--- src/twm_pkg.sv ---
/*
 twm_pkg: constants shared by the two-wire master-transmit block.
 Assumes a 10 MHz pclk and APB access with 32-bit aligned registers.
*/
package twm_pkg;

   // register byte offsets
   localparam int unsigned ADDR_W   = 8;
   localparam logic [7:0]  OFF_CTRL = 8'h00;
   localparam logic [7:0]  OFF_STAT = 8'h04;
   localparam logic [7:0]  OFF_DATA = 8'h08;
   localparam logic [7:0]  OFF_MODE = 8'h0C;

   // bus_control field positions
   localparam int unsigned B_DONE  = 7;
   localparam int unsigned B_ACKEN = 6;
   localparam int unsigned B_STA   = 5;
   localparam int unsigned B_STO   = 4;
   localparam int unsigned B_WC    = 3;
   localparam int unsigned B_EN    = 2;
   localparam int unsigned B_IRQEN = 0;

   // status_reg layout and codes
   localparam logic [7:0] STAT_MASK    = 8'hF8;
   localparam logic [7:0] STAT_IDLE    = 8'hF8;
   localparam logic [7:0] STAT_START   = 8'h08;
   localparam logic [7:0] STAT_RSTART  = 8'h10;
   localparam logic [7:0] STAT_ADR_ACK = 8'h18;
   localparam logic [7:0] STAT_ADR_NAK = 8'h20;
   localparam logic [7:0] STAT_DAT_ACK = 8'h28;
   localparam logic [7:0] STAT_DAT_NAK = 8'h30;
   localparam logic [7:0] STAT_LOST    = 8'h38;
   localparam logic [7:0] DATA_RST     = 8'hFF;

   // bus mode shown in the mode register
   localparam logic [1:0] MODE_IDLE = 2'h0;
   localparam logic [1:0] MODE_MT   = 2'h1;
   localparam logic [1:0] MODE_MR   = 2'h2;

   // timing: one bit is four quarter ticks
   localparam int unsigned CLK_NS  = 100;
   localparam int unsigned QTR_NS  = 200;
   localparam int unsigned QTR_CYC = (QTR_NS + CLK_NS - 1) / CLK_NS;
   localparam int unsigned DIV_W   = 8;
   localparam logic [3:0]  ACK_BIT = 4'h8;

endpackage : twm_pkg

--- src/twm_master.sv ---
/*
 twm_master: two-wire master transmitter behind an APB slave.
 Assumes open-drain scl/sda with external pull-ups; the testbench
 resolves each wire from the enables.
*/
// What this block does
// - Four bus modes exist; only master transmit is built, mode is shown.
// - Master work starts after START; address read bit picks receive mode.
// - START waits until the bus is seen free, never forced.
// - After START goes out, done flag sets and status reads 0x08.
// - After address and ack, done sets with status 0x18, 0x20 or 0x38.
// - Data writes while done is low are dropped and set write collision.
// - Start request with stop zero sends repeated START, status 0x10.
// - Repeated START keeps bus ownership between transfers.
// - Prescaler bits sit in status low bits; software masks with 0xF8.
// - Bus transfer is suspended while done flag is set.
// - Done is set by hardware; write one clears, write zero keeps.
// - While done is set the clock line is held low, except after lost arbitration.
// - A transmitted STOP does not set the done flag.
// - The stop request clears itself when STOP is sent.
// - Lost arbitration reports 0x38, frees the bus, restarts when asked.
`timescale 1ns/1ps
module twm_master
   import twm_pkg::*;
(
   input  wire logic              pclk,
   input  wire logic              presetn,
   input  wire logic              psel,
   input  wire logic              penable,
   input  wire logic              pwrite,
   input  wire logic [ADDR_W-1:0] paddr,
   input  wire logic [31:0]       pwdata,
   output logic      [31:0]       prdata,
   output logic                   pready,
   output logic                   pslverr,
   input  wire logic              scl_i,
   output logic                   scl_o,
   output logic                   scl_oe_n,
   input  wire logic              sda_i,
   output logic                   sda_o,
   output logic                   sda_oe_n
);

   ////////////////////////////////////////////////////////////////////
   // types and state

   typedef enum logic [5:0] {
      ST_IDLE  = 6'b000001,
      ST_WAIT  = 6'b000010,
      ST_START = 6'b000100,
      ST_HOLD  = 6'b001000,
      ST_BIT   = 6'b010000,
      ST_STOP  = 6'b100000
   } twm_state_t;

   twm_state_t state_q;
   twm_state_t state_d;

   logic       done_q;
   logic       acken_q;
   logic       sta_q;
   logic       sto_q;
   logic       wc_q;
   logic       en_q;
   logic       irqen_q;
   logic [1:0] ps_q;
   logic [7:0] data_q;
   logic [7:0] stat_q;
   logic [7:0] stat_d;
   logic [1:0] mode_q;
   logic [1:0] mode_d;
   logic [1:0] ph_q;
   logic [1:0] ph_d;
   logic [3:0] bit_q;
   logic [3:0] bit_d;
   logic       first_q;
   logic       first_d;
   logic       rep_q;
   logic       rep_d;
   logic       own_q;
   logic       own_d;
   logic       scl_low_q;
   logic       scl_low_d;
   logic       sda_low_q;
   logic       sda_low_d;
   logic       busy_q;
   logic       sda_p_q;
   logic       hw_set;
   logic       hw_sto_clr;

   ////////////////////////////////////////////////////////////////////
   // pin synchronisers and bus-free watch

   logic [1:0] pin_raw;
   logic [1:0] pin_f;
   logic       scl_f;
   logic       sda_f;

   assign pin_raw = {scl_i, sda_i};
   assign scl_f   = pin_f[1];
   assign sda_f   = pin_f[0];

   for (genvar g = 0; g < 2; g++) begin : g_sync
      twm_sync u_sync (
         .clk   (pclk),
         .rst_n (presetn),
         .din   (pin_raw[g]),
         .dout  (pin_f[g])
      );
   end

   wire start_seen = scl_f && sda_p_q && !sda_f;
   wire stop_seen  = scl_f && !sda_p_q && sda_f;

   // busy tracks any master's START..STOP, ours included
   always_ff @(posedge pclk or negedge presetn) begin
      if (!presetn) begin
         sda_p_q <= 1'b1;
         busy_q  <= 1'b0;
      end else begin
         sda_p_q <= sda_f;
         if (start_seen) begin
            busy_q <= 1'b1;
         end else if (stop_seen) begin
            busy_q <= 1'b0;
         end
      end
   end

   ////////////////////////////////////////////////////////////////////
   // quarter-bit ticks; stopped while suspended so phases restart clean

   logic tick;
   wire  div_run = en_q && (state_q inside {ST_START, ST_BIT, ST_STOP});

   twm_div u_div (
      .clk   (pclk),
      .rst_n (presetn),
      .run   (div_run),
      .ps    (ps_q),
      .tick  (tick)
   );

   // phase 2 waits for scl really high, so a slave may stretch
   wire adv = tick && !((ph_q == 2'h2) && !scl_f);

   ////////////////////////////////////////////////////////////////////
   // APB decode

   function automatic logic hit(input logic [ADDR_W-1:0] a,
                                input logic [7:0]        off);
      return a == off;
   endfunction : hit

   function automatic logic [7:0] byte_stat(input logic adr,
                                            input logic nak);
      if (adr) begin
         return nak ? STAT_ADR_NAK : STAT_ADR_ACK;
      end
      return nak ? STAT_DAT_NAK : STAT_DAT_ACK;
   endfunction : byte_stat

   wire acc     = psel && penable;
   wire setup   = psel && !penable;
   wire mapped  = hit(paddr, OFF_CTRL) || hit(paddr, OFF_STAT) ||
                  hit(paddr, OFF_DATA) || hit(paddr, OFF_MODE);
   wire wr_ctrl = acc && pwrite && hit(paddr, OFF_CTRL);
   wire wr_stat = acc && pwrite && hit(paddr, OFF_STAT);
   wire wr_data = acc && pwrite && hit(paddr, OFF_DATA);

   assign pready  = 1'b1;
   assign pslverr = acc && !mapped;

   wire [7:0] ctrl_rd = {done_q, acken_q, sta_q, sto_q,
                         wc_q, en_q, 1'b0, irqen_q};
   wire [7:0] stat_rd = {stat_q[7:3], 1'b0, ps_q};
   wire [7:0] rd_mux  = hit(paddr, OFF_CTRL) ? ctrl_rd :
                        hit(paddr, OFF_STAT) ? stat_rd :
                        hit(paddr, OFF_DATA) ? data_q  :
                        hit(paddr, OFF_MODE) ? {6'h00, mode_q} : 8'h00;

   // read data is captured in the setup cycle, stable through access
   always_ff @(posedge pclk or negedge presetn) begin
      if (!presetn) begin
         prdata <= 32'h00000000;
      end else if (setup && !pwrite) begin
         prdata <= {24'h000000, rd_mux};
      end
   end

   ////////////////////////////////////////////////////////////////////
   // registers written by software

   always_ff @(posedge pclk or negedge presetn) begin
      if (!presetn) begin
         acken_q <= 1'b0;
         sta_q   <= 1'b0;
         en_q    <= 1'b0;
         irqen_q <= 1'b0;
         ps_q    <= 2'h0;
      end else begin
         if (wr_ctrl) begin
            acken_q <= pwdata[B_ACKEN];
            sta_q   <= pwdata[B_STA];
            en_q    <= pwdata[B_EN];
            irqen_q <= pwdata[B_IRQEN];
         end
         if (wr_stat) begin
            ps_q <= pwdata[1:0];
         end
      end
   end

   // hardware set wins over a same-cycle write-one clear
   always_ff @(posedge pclk or negedge presetn) begin
      if (!presetn) begin
         done_q <= 1'b0;
      end else if (hw_set) begin
         done_q <= 1'b1;
      end else if (wr_ctrl && pwdata[B_DONE]) begin
         done_q <= 1'b0;
      end
   end

   always_ff @(posedge pclk or negedge presetn) begin
      if (!presetn) begin
         sto_q <= 1'b0;
      end else if (wr_ctrl) begin
         sto_q <= pwdata[B_STO];
      end else if (hw_sto_clr) begin
         sto_q <= 1'b0;
      end
   end

   // a data write lands only while suspended
   always_ff @(posedge pclk or negedge presetn) begin
      if (!presetn) begin
         data_q <= DATA_RST;
         wc_q   <= 1'b0;
      end else if (wr_data) begin
         if (done_q) begin
            data_q <= pwdata[7:0];
            wc_q   <= 1'b0;
         end else begin
            wc_q   <= 1'b1;
         end
      end
   end

   ////////////////////////////////////////////////////////////////////
   // bus sequencer

   wire tx_bit = (bit_q == ACK_BIT) ? 1'b1 : data_q[3'(4'h7 - bit_q)];

   always_comb begin
      state_d    = state_q;
      ph_d       = ph_q;
      bit_d      = bit_q;
      first_d    = first_q;
      rep_d      = rep_q;
      own_d      = own_q;
      stat_d     = stat_q;
      mode_d     = mode_q;
      scl_low_d  = scl_low_q;
      sda_low_d  = sda_low_q;
      hw_set     = 1'b0;
      hw_sto_clr = 1'b0;
      if (!en_q) begin
         state_d   = ST_IDLE;
         own_d     = 1'b0;
         mode_d    = MODE_IDLE;
         scl_low_d = 1'b0;
         sda_low_d = 1'b0;
      end else begin
         case (state_q)
            ST_IDLE: begin
               if (!done_q && sta_q) begin
                  state_d = ST_WAIT;
               end
            end
            ST_WAIT: begin
               if (!busy_q) begin
                  state_d = ST_START;
                  ph_d    = 2'h0;
                  rep_d   = 1'b0;
               end
            end
            ST_START: begin
               if (adv) begin
                  ph_d = ph_q + 2'h1;
                  case (ph_q)
                     2'h0: sda_low_d = 1'b0;
                     2'h1: scl_low_d = 1'b0;
                     2'h2: sda_low_d = 1'b1;
                     default: begin
                        scl_low_d = 1'b1;
                        state_d   = ST_HOLD;
                        hw_set    = 1'b1;
                        own_d     = 1'b1;
                        first_d   = 1'b1;
                        stat_d    = rep_q ? STAT_RSTART
                                          : STAT_START;
                     end
                  endcase
               end
            end
            ST_HOLD: begin
               scl_low_d = 1'b1;
               ph_d      = 2'h0;
               bit_d     = 4'h0;
               if (!done_q) begin
                  if (sto_q) begin
                     state_d = ST_STOP;
                  end else if (sta_q) begin
                     state_d = ST_START;
                     rep_d   = 1'b1;
                  end else begin
                     state_d = ST_BIT;
                  end
               end
            end
            ST_BIT: begin
               if (adv) begin
                  ph_d = ph_q + 2'h1;
                  case (ph_q)
                     2'h0: sda_low_d = !tx_bit;
                     2'h1: scl_low_d = 1'b0;
                     2'h2: begin
                        if (bit_q != ACK_BIT && tx_bit && !sda_f) begin
                           state_d   = ST_IDLE;
                           stat_d    = STAT_LOST;
                           hw_set    = 1'b1;
                           own_d     = 1'b0;
                           mode_d    = MODE_IDLE;
                           sda_low_d = 1'b0;
                        end else if (bit_q == ACK_BIT) begin
                           stat_d = byte_stat(first_q, sda_f);
                        end
                        if (first_q && bit_q == 4'h7) begin
                           mode_d = tx_bit ? MODE_MR : MODE_MT;
                        end
                     end
                     default: begin
                        scl_low_d = 1'b1;
                        if (bit_q == ACK_BIT) begin
                           state_d = ST_HOLD;
                           hw_set  = 1'b1;
                           first_d = 1'b0;
                        end else begin
                           bit_d = bit_q + 4'h1;
                        end
                     end
                  endcase
               end
            end
            ST_STOP: begin
               if (adv) begin
                  ph_d = ph_q + 2'h1;
                  case (ph_q)
                     2'h0: sda_low_d = 1'b1;
                     2'h1: scl_low_d = 1'b0;
                     2'h2: sda_low_d = 1'b0;
                     default: begin
                        // no done flag after STOP
                        state_d    = sta_q ? ST_WAIT : ST_IDLE;
                        hw_sto_clr = 1'b1;
                        own_d      = 1'b0;
                        mode_d     = MODE_IDLE;
                        stat_d     = STAT_IDLE;
                     end
                  endcase
               end
            end
            default: begin
               state_d = ST_IDLE;
            end
         endcase
      end
   end

   always_ff @(posedge pclk or negedge presetn) begin
      if (!presetn) begin
         state_q   <= ST_IDLE;
         ph_q      <= 2'h0;
         bit_q     <= 4'h0;
         first_q   <= 1'b0;
         rep_q     <= 1'b0;
         own_q     <= 1'b0;
         stat_q    <= STAT_IDLE;
         mode_q    <= MODE_IDLE;
         scl_low_q <= 1'b0;
         sda_low_q <= 1'b0;
      end else begin
         state_q   <= state_d;
         ph_q      <= ph_d;
         bit_q     <= bit_d;
         first_q   <= first_d;
         rep_q     <= rep_d;
         own_q     <= own_d;
         stat_q    <= stat_d;
         mode_q    <= mode_d;
         scl_low_q <= scl_low_d;
         sda_low_q <= sda_low_d;
      end
   end

   ////////////////////////////////////////////////////////////////////
   // open-drain pins: enable low means pulling the wire low

   assign scl_o    = 1'b0;
   assign sda_o    = 1'b0;
   assign scl_oe_n = !scl_low_q;
   assign sda_oe_n = !sda_low_q;

endmodule : twm_master

--- src/twm_sync.sv ---
/*
 twm_sync: three-flop input synchroniser with agreement filter.
 Assumes an asynchronous input whose idle level is high.
*/
`timescale 1ns/1ps
module twm_sync (
   input  wire logic clk,
   input  wire logic rst_n,
   input  wire logic din,
   output logic      dout
);
   logic s1_q;
   logic s2_q;
   logic s3_q;

   // s1 feeds only s2; a change counts once s2 and s3 agree
   always_ff @(posedge clk or negedge rst_n) begin
      if (!rst_n) begin
         s1_q <= 1'b1;
         s2_q <= 1'b1;
         s3_q <= 1'b1;
         dout <= 1'b1;
      end else begin
         s1_q <= din;
         s2_q <= s1_q;
         s3_q <= s2_q;
         if (s2_q == s3_q) begin
            dout <= s3_q;
         end
      end
   end
endmodule : twm_sync

--- src/twm_div.sv ---
/*
 twm_div: quarter-bit tick divider with a prescaler select.
 Assumes run is low between bus phases so ticks restart aligned.
*/
`timescale 1ns/1ps
module twm_div
   import twm_pkg::*;
(
   input  wire logic       clk,
   input  wire logic       rst_n,
   input  wire logic       run,
   input  wire logic [1:0] ps,
   output logic            tick
);
   logic [DIV_W-1:0] cnt_q;
   logic [DIV_W-1:0] reload;

   // prescaler multiplies the quarter period by 1, 4, 16 or 64
   assign reload = DIV_W'((QTR_CYC << {ps, 1'b0}) - 1);
   assign tick   = run && (cnt_q == '0);

   always_ff @(posedge clk or negedge rst_n) begin
      if (!rst_n) begin
         cnt_q <= '0;
      end else if (!run) begin
         cnt_q <= '0;
      end else if (tick) begin
         cnt_q <= reload;
      end else begin
         cnt_q <= cnt_q - DIV_W'(1);
      end
   end
endmodule : twm_div

--- config.mk ---
export PLATFORM = sky130hd
export DESIGN_NAME = twm_master
export DESIGN_NICKNAME = d
export VERILOG_FILES = /design/src/twm_pkg.sv /design/src/twm_master.sv /design/src/twm_sync.sv /design/src/twm_div.sv
export SDC_FILE = /design/constraint.sdc
export NUM_CORES = 1
export LEC_CHECK = 0
export BUFFER_PORTS_ARGS = -buffer_cell sky130_fd_sc_hd__buf_2
export CAP_MARGIN = 15
export CELL_PAD_IN_SITES_DETAIL_PLACEMENT = 0
export CELL_PAD_IN_SITES_GLOBAL_PLACEMENT = 1
export CORE_ASPECT_RATIO = 0.5
export CORE_UTILIZATION = 45
export CTS_CLUSTER_DIAMETER = 200
export DETAILED_ROUTE_END_ITERATION = 10
export PLACE_DENSITY_LB_ADDON = 0.08
export SYNTH_ARGS = -nofsm -noshare
export SYNTH_HDL_FRONTEND = slang
export SYNTH_SLANG_ARGS = --single-unit
--- constraint.sdc ---
create_clock -name pclk -period 3.83 [get_ports pclk]
set_input_delay 0.383 -clock pclk [delete_from_list [all_inputs] [get_ports pclk]]
set_output_delay 0.383 -clock pclk [all_outputs]
set_load 0.02 [all_outputs]
== Word level (Yosys, flattened, before mapping) ==
Cells that the tools add are included.

* Add/subtract/negate cells: 5
* Multiply operators: 0
* Div/mod/pow operators: 0
* $lt $le $gt $ge: 1
* Eq/ne operators: 53
* Shifts and indexed selects: 1
* Muxes and demuxes: 105
* Bitwise logic cells: 0
* Reduce and logical (&&, ||, !) cells: 61

{| class="wikitable"
|+ Operator list
! kind !! number
|-
| $mux 8 || 15
|-
| $mux 6 || 13
|-
| $mux 1 || 42
|-
| $pmux 6 s6 || 1
|-
| $ne 3x3->1 const B || 10
|-
| $mux 2 || 12
|-
| $ne 4x2->1 const B || 6
|-
| $pmux 8 s3 || 1
|-
| $ne 2x2->1 const B || 11
|-
| $logic_and 1x1->1 || 21
|-
| $eq 8x4->1 const B || 2
|-
| $logic_not 8->1 || 2
|-
| $pmux 1 s2 || 8
|-
| $sub 8x1->8 const B || 2
|-
| $mux 5 || 3
|-
| $mux 4 || 3
|-
| $pmux 6 s2 || 1
|-
| $reduce_and 6->1 || 2
|-
| $reduce_bool 2->1 || 6
|-
| $logic_not 1->1 || 11
|-
| $reduce_and 11->1 || 1
|-
| $reduce_and 5->1 || 2
|-
| $ne 3x2->1 const B || 3
|-
| $reduce_and 9->1 || 1
|-
| other kinds (36) || 47
|}

* Flip-flop bits (word level): 69
* Latch bits: 0
* Bits in writable memories: 0
* ROM bits: 0
* Bits of input ports: 47
* Output and inout port bits: 38
* Logic and storage cells: 256
* Memories kept: 0

== Logic depth before layout (Yosys ltp) ==
* Depth after elaboration: 17
* Mapped depth: 10
* Mapped depth without buffers: 9

== Hierarchy ==
Synthesis repeated with hierarchy kept, for this count alone.

* Cells, all modules: 400
* Area, all modules: 3928.8 sq um

{| class="wikitable"
|+ By module, submodules not included
! module !! times used !! cells an instance !! area an instance (sq um) !! seq. area each (sq um)
|-
| twm_master || 1 || 345 || 3218.1 || 1243.7
|-
| twm_div || 1 || 45 || 478.0 || 200.2
|-
| twm_sync || 2 || 5 || 116.4 || 105.1
|}

== Worst setup path before layout ==
OpenSTA, ideal clock, no wires.

* Path kind: register -> register
* From: register u_div.cnt_q[3]
* To: register stat_q[3]
* Library setup time: 0.082 ns
* Data arrival time: 2.486 ns
* Slack: 1.262 ns
* Cell stages (with the launch flop): 7
* Path buffers: 0
* Cells stage by stage: dfrtp_1 -> or4_4 -> or3_4 -> a211oi_4 -> nand2_2 -> a221o_2 -> mux2_4

* Longest elaborated chain between the ends: 5
* Elaborated cells between the ends (all ways): 7
* Those cells by class: eq/ne (3); reduce/logical (4)

{| class="wikitable"
|+ Ends and longest elaborated chain
! item !! RTL line !! text
|-
| from (decl) || twm_div.sv:15 || <nowiki>logic [DIV_W-1:0] cnt_q;</nowiki>
|-
| from (signal assigned) || twm_div.sv:28 || <nowiki>cnt_q <= reload;</nowiki>
|-
| from (signal assigned) || twm_div.sv:30 || <nowiki>cnt_q <= cnt_q - DIV_W'(1);</nowiki>
|-
| $logic_not 8->1 * || twm_div.sv:20 || <nowiki>assign tick = run && (cnt_q == '0);</nowiki>
|-
| $logic_and 1x1->1 * || twm_div.sv:20 ||
|-
| $logic_and 1x1->1 * || twm_master.sv:145 || <nowiki>wire adv = tick && !((ph_q == 2'h2) && !scl_f);</nowiki>
|-
| $ne 2x2->1 (no line) || n/a ||
|-
| $reduce_and 9->1 (no line) * || n/a ||
|-
| to (signal assigned) || twm_master.sv:400 || <nowiki>stat_q <= stat_d;</nowiki>
|-
| to (decl) || twm_master.sv:68 || <nowiki>logic [7:0] stat_q;</nowiki>
|}

Mark *: on every way between the ends. The rest lies on a longest branch, timed or not.
A chain may end at the register's enable or synchronous reset.

== Worst setup path after layout ==
* From: register state_q[1]
* To: register stat_q[6]

* Longest elaborated chain between the ends: 7
* Elaborated cells between the ends (all ways): 16
* Those cells by class: eq/ne (10); mux (1); reduce/logical (5)

{| class="wikitable"
|+ Ends and longest elaborated chain
! item !! RTL line !! text
|-
| from (decl) || twm_master.sv:56 || <nowiki>twm_state_t state_q;</nowiki>
|-
| from (signal assigned) || twm_master.sv:394 || <nowiki>state_q <= state_d;</nowiki>
|-
| $eq 6x3->1 (tied with other cells) || twm_master.sv:134, twm_master.sv:275 ||
|-
| $reduce_bool 3->1 (no line) || n/a ||
|-
| $logic_and 1x1->1 || twm_master.sv:134 || <nowiki>wire div_run = en_q && (state_q inside {ST_START, ST_BIT, ST_STOP});</nowiki>
|-
| $logic_and 1x1->1 || twm_div.sv:20 ||
|-
| $logic_and 1x1->1 || twm_master.sv:145 ||
|-
| $ne 2x2->1 (no line) || n/a ||
|-
| $reduce_and 9->1 (no line) || n/a ||
|}

Parallel ways exist; a longest one is shown, timed or not.

==> metrics.yaml <==
job:
  max-cap-violations: 0
grt:
  overflow: 0
  grt_max_degree: 44
  antenna_found_initial: 0
  grt_pass1_vias: 2827
  grt.total_usage_pct: 22.09
  grt_pass1_wl_um: 14720
finish:
  final_layout_size_suffix_gt1_share_pct: 25.96
  layout_common_cells: "43 x dfrtp_1, 33 x buf_2, 29 x o21ai_0"
  multiInputGateArea_mm2: 0.001913
  fin_cells: 528
  nFillCells: 751
  final_nets: 466
  diodes: 0
  final_common_cell: "dfrtp_1"
  layout-area-overhead-vs-synth_pct: 10.35
  register_area_mm2: 0.001654
placed_design:
  gp_congestion: 0.8511
  dp.cells: 512
  dp_slack_ns: 0.9716
  hpwl_um: 6501
  port_buffers: 33
routing:
  ant_nets: 0
  drc_errors: 0
  drt-vias-per-instance: 5.591
  vias: 2952
  wl_um: 8842
  drtPass1Iterations: 4
  detail_route.wl_per_cell_um: 16.75
  drtIter0Drc: 188
clock_tree:
  cts_buffers: 9
  postCtsSetupBuffers: 0
  h-tree-depth: 3
  root_buffer: "clkbuf_16"
  clk_path_buf_depth: 2
  cts.repair.resized: 0
  ctsHoldBuffers: 0
  numClockSinks: 65
  cts_tree: "done"
  clkTransAtPathRegs_ns: 0.05
  clk_latency_ns: 0.34
sta:
  min_period_ns: 2.871
  final.period_utilization_pct: 74.96
  slew_headroom_pct: 36.97
  fmax_ghz: 0.3483
  finalHoldViolCount: 0
  setup_violations: 0
  tightest_slew_ns: 0.9454
  finalSetupTns_ns: 0
  slew_violations: 0
  fin_skew_ns: 0.008120
  rsz0062_at_grt: "false"
  layout_setup_ws_ns: 0.9590
die:
  die_w_um: 132.5
  rows: 23
  die_area_mm2: 0.008915
  num_io_pins: 85
  die_h_um: 67.27
  start_util_pct: 47.24
  coreArea_mm2: 0.008115
pwr:
  power_frac_seq_pct: 46.5
  pwr-share-clk_pct: 48.3
  power_switching_w: 0.0003637
  internal_power_w: 0.001181
  p_comb_share_pct: 5.2
  power_density_mw_per_mm2: 365.1
  p_leak_nw: 1.877
  swShare_pct: 23.55
  vdd_ir_drop_max_v: 0.0002510
critical_path:
  path_max_fanout: 12
  worstSetupEndpointType: "flip-flop"
  worstPathCellList: "or4_1 > nor3b_2 > buf_4 > o21ai_0 > buf_4 > a221o_2 > a221o_2 > mux2_4"
  cp_data_required_time_ns: 4.09
  cpMaxStageDelayCell: "or4_1"
  reg2reg_setup_slack_ns: 0.96
  crit_buf_inv: 2
  crit_arrival_ns: 3.13
  slowest_delay_ns: 0.60
  critPathTopFamily: "simple AND/OR/NAND/NOR gates"
  critPathKind: "flip-flop to flip-flop"
  worstSetupStartpointType: "flip-flop"
synthesis:
  ys_types: 68
  synth_seq_area_share_pct: 43.15
  async_reset_ff_share_pct: 100.0
  yosys_warnings: 0
  synthCells: 382
  synth_ff_type: "dfrtp_1"
  yosys_register_bits: 65
  syn_avg_cell_area_um2: 10.04
  netlist_area_mm2: 0.003834
  synth-edff-count: 0
outcome:
  status: "finished, final reports clean"
hold_path:
  hold_path.class: "primary input to flip-flop"
## logic make-up after synthesis
family	Yosys count	share of synthesized area, %
muxes	31	9.269
DFF	65	43.15
buffers and inverters	60	9.399
AOI/OAI and AO/OA	88	16.32
other	2	0.1959
adders and majority gates	10	3.133
xor gates and xnor gates	5	1.142
and+or+nand+nor	121	17.40
## final cells by class
| type | count | share of cell area (%) |
|---|---|---|
| multi-input cells | 282 | 45.22 |
| flip-flops and latches | 65 | 39.10 |
| clock buffers | 13 | 5.915 |
| repair buffers | 37 | 4.614 |
| well taps | 112 | 3.313 |
| inverters | 16 | 1.420 |
| clock inverters | 3 | 0.4141 |
## metrics by stage
step | hold slack (ns) | utilization, % | area [um2] | power (W)
2_1_floorplan | 0.08741 | - | 3928 | 0.0007937
3_3_place_gp | 0.3520 | 48.83 | 3963 | 0.0008075
3_5_place_dp | 0.3475 | 48.83 | 3963 | 0.0008104
4_1_cts | 0.1327 | 52.13 | 4230 | 0.001567
5_1_grt | 0.1279 | 52.13 | 4230 | 0.001607
6_report | 0.1456 | 52.13 | 4230 | 0.001544
## power by group through the flow
| stage | sequential [W] | combinational [W] | clock (W) |
|---|---|---|---|
| after floorplan | 0.000724 | 0.0000701 | 0 |
| after global placement | 0.000728 | 0.0000791 | 0 |
| after detailed placement | 0.000729 | 0.0000812 | 0 |
| after CTS | 0.000718 | 0.0000814 | 0.000767 |
| after global routing | 0.000720 | 0.0000902 | 0.000797 |
| final | 0.000718 | 0.0000800 | 0.000746 |
## metal layers
layer	vias up	global-route usage, %	share of wire (%)
li1	1400	-	-
met1	1430	29.85	49
met4	0	7.759	1.1
met5	-	0	0
met3	8	6.757	8.5
met2	114	33.88	42
## final timing paths
kind | from | end | depth (start not counted)
worst max-delay path | state_q[1] | stat_q[6] | 8
worst min-delay path | sda_i | g_sync[0].u_sync.s1_q | 1
worst max register to register | state_q[1] | stat_q[6] | 8
worst min register to register | g_sync[1].u_sync.s1_q | g_sync[1].u_sync.s2_q | 0
max in group asynchronous | presetn | state_q[0] | 2
min in group asynchronous | presetn | prdata[0] | 1
## cell usage after synthesis, drive strengths merged, types with 3 or more instances
library cell	count	share of area, %
and3	3	0.49
nor3	10	1.3
clkbuf	12	1.4
o41ai	4	1.1
nand3b	4	0.88
o211ai	3	0.59
or3b	3	0.69
dfrtp	43	28
nand4	4	0.65
xnor2	4	0.91
o2111ai	3	0.69
a31oi	7	1.1
mux2	17	5.3
buf	32	6.4
nand3	10	1.3
mux2i	13	3.4
nand2	27	2.7
inv	16	1.6
dfstp	22	15
nor4	4	0.65
nor3b	3	0.72
nand2b	4	0.65
nor2	27	2.6
nand4b	3	0.69
ha	8	2.6
or4	4	0.88
a21oi	14	1.8
nor2b	3	0.49
a22o	8	1.9
o21ai	29	3.8
## flip-flops by register name, summed over array words and instances, names as in the netlist, 2 cells and up
name                flops
g_sync.u_sync.dout      2
prdata                  8
g_sync.u_sync.s2_q      2
data_q                  8
ps_q                    2
bit_q                   4
g_sync.u_sync.s3_q      2
ph_q                    2
g_sync.u_sync.s1_q      2
stat_q                  4
state_q                 6
u_div.cnt_q             8
mode_q                  2
## worst register-to-register path: cells and delay by family (launching register included)
family | cells | cell delay [ns]
buffers and inverters | 2 | 0.43
DFF | 1 | 0.47
muxes | 1 | 0.32
and+or+nand+nor | 2 | 0.80
AOI/OAI and AO/OA | 3 | 0.79
Note: power is estimated with default switching activity, not from simulation.
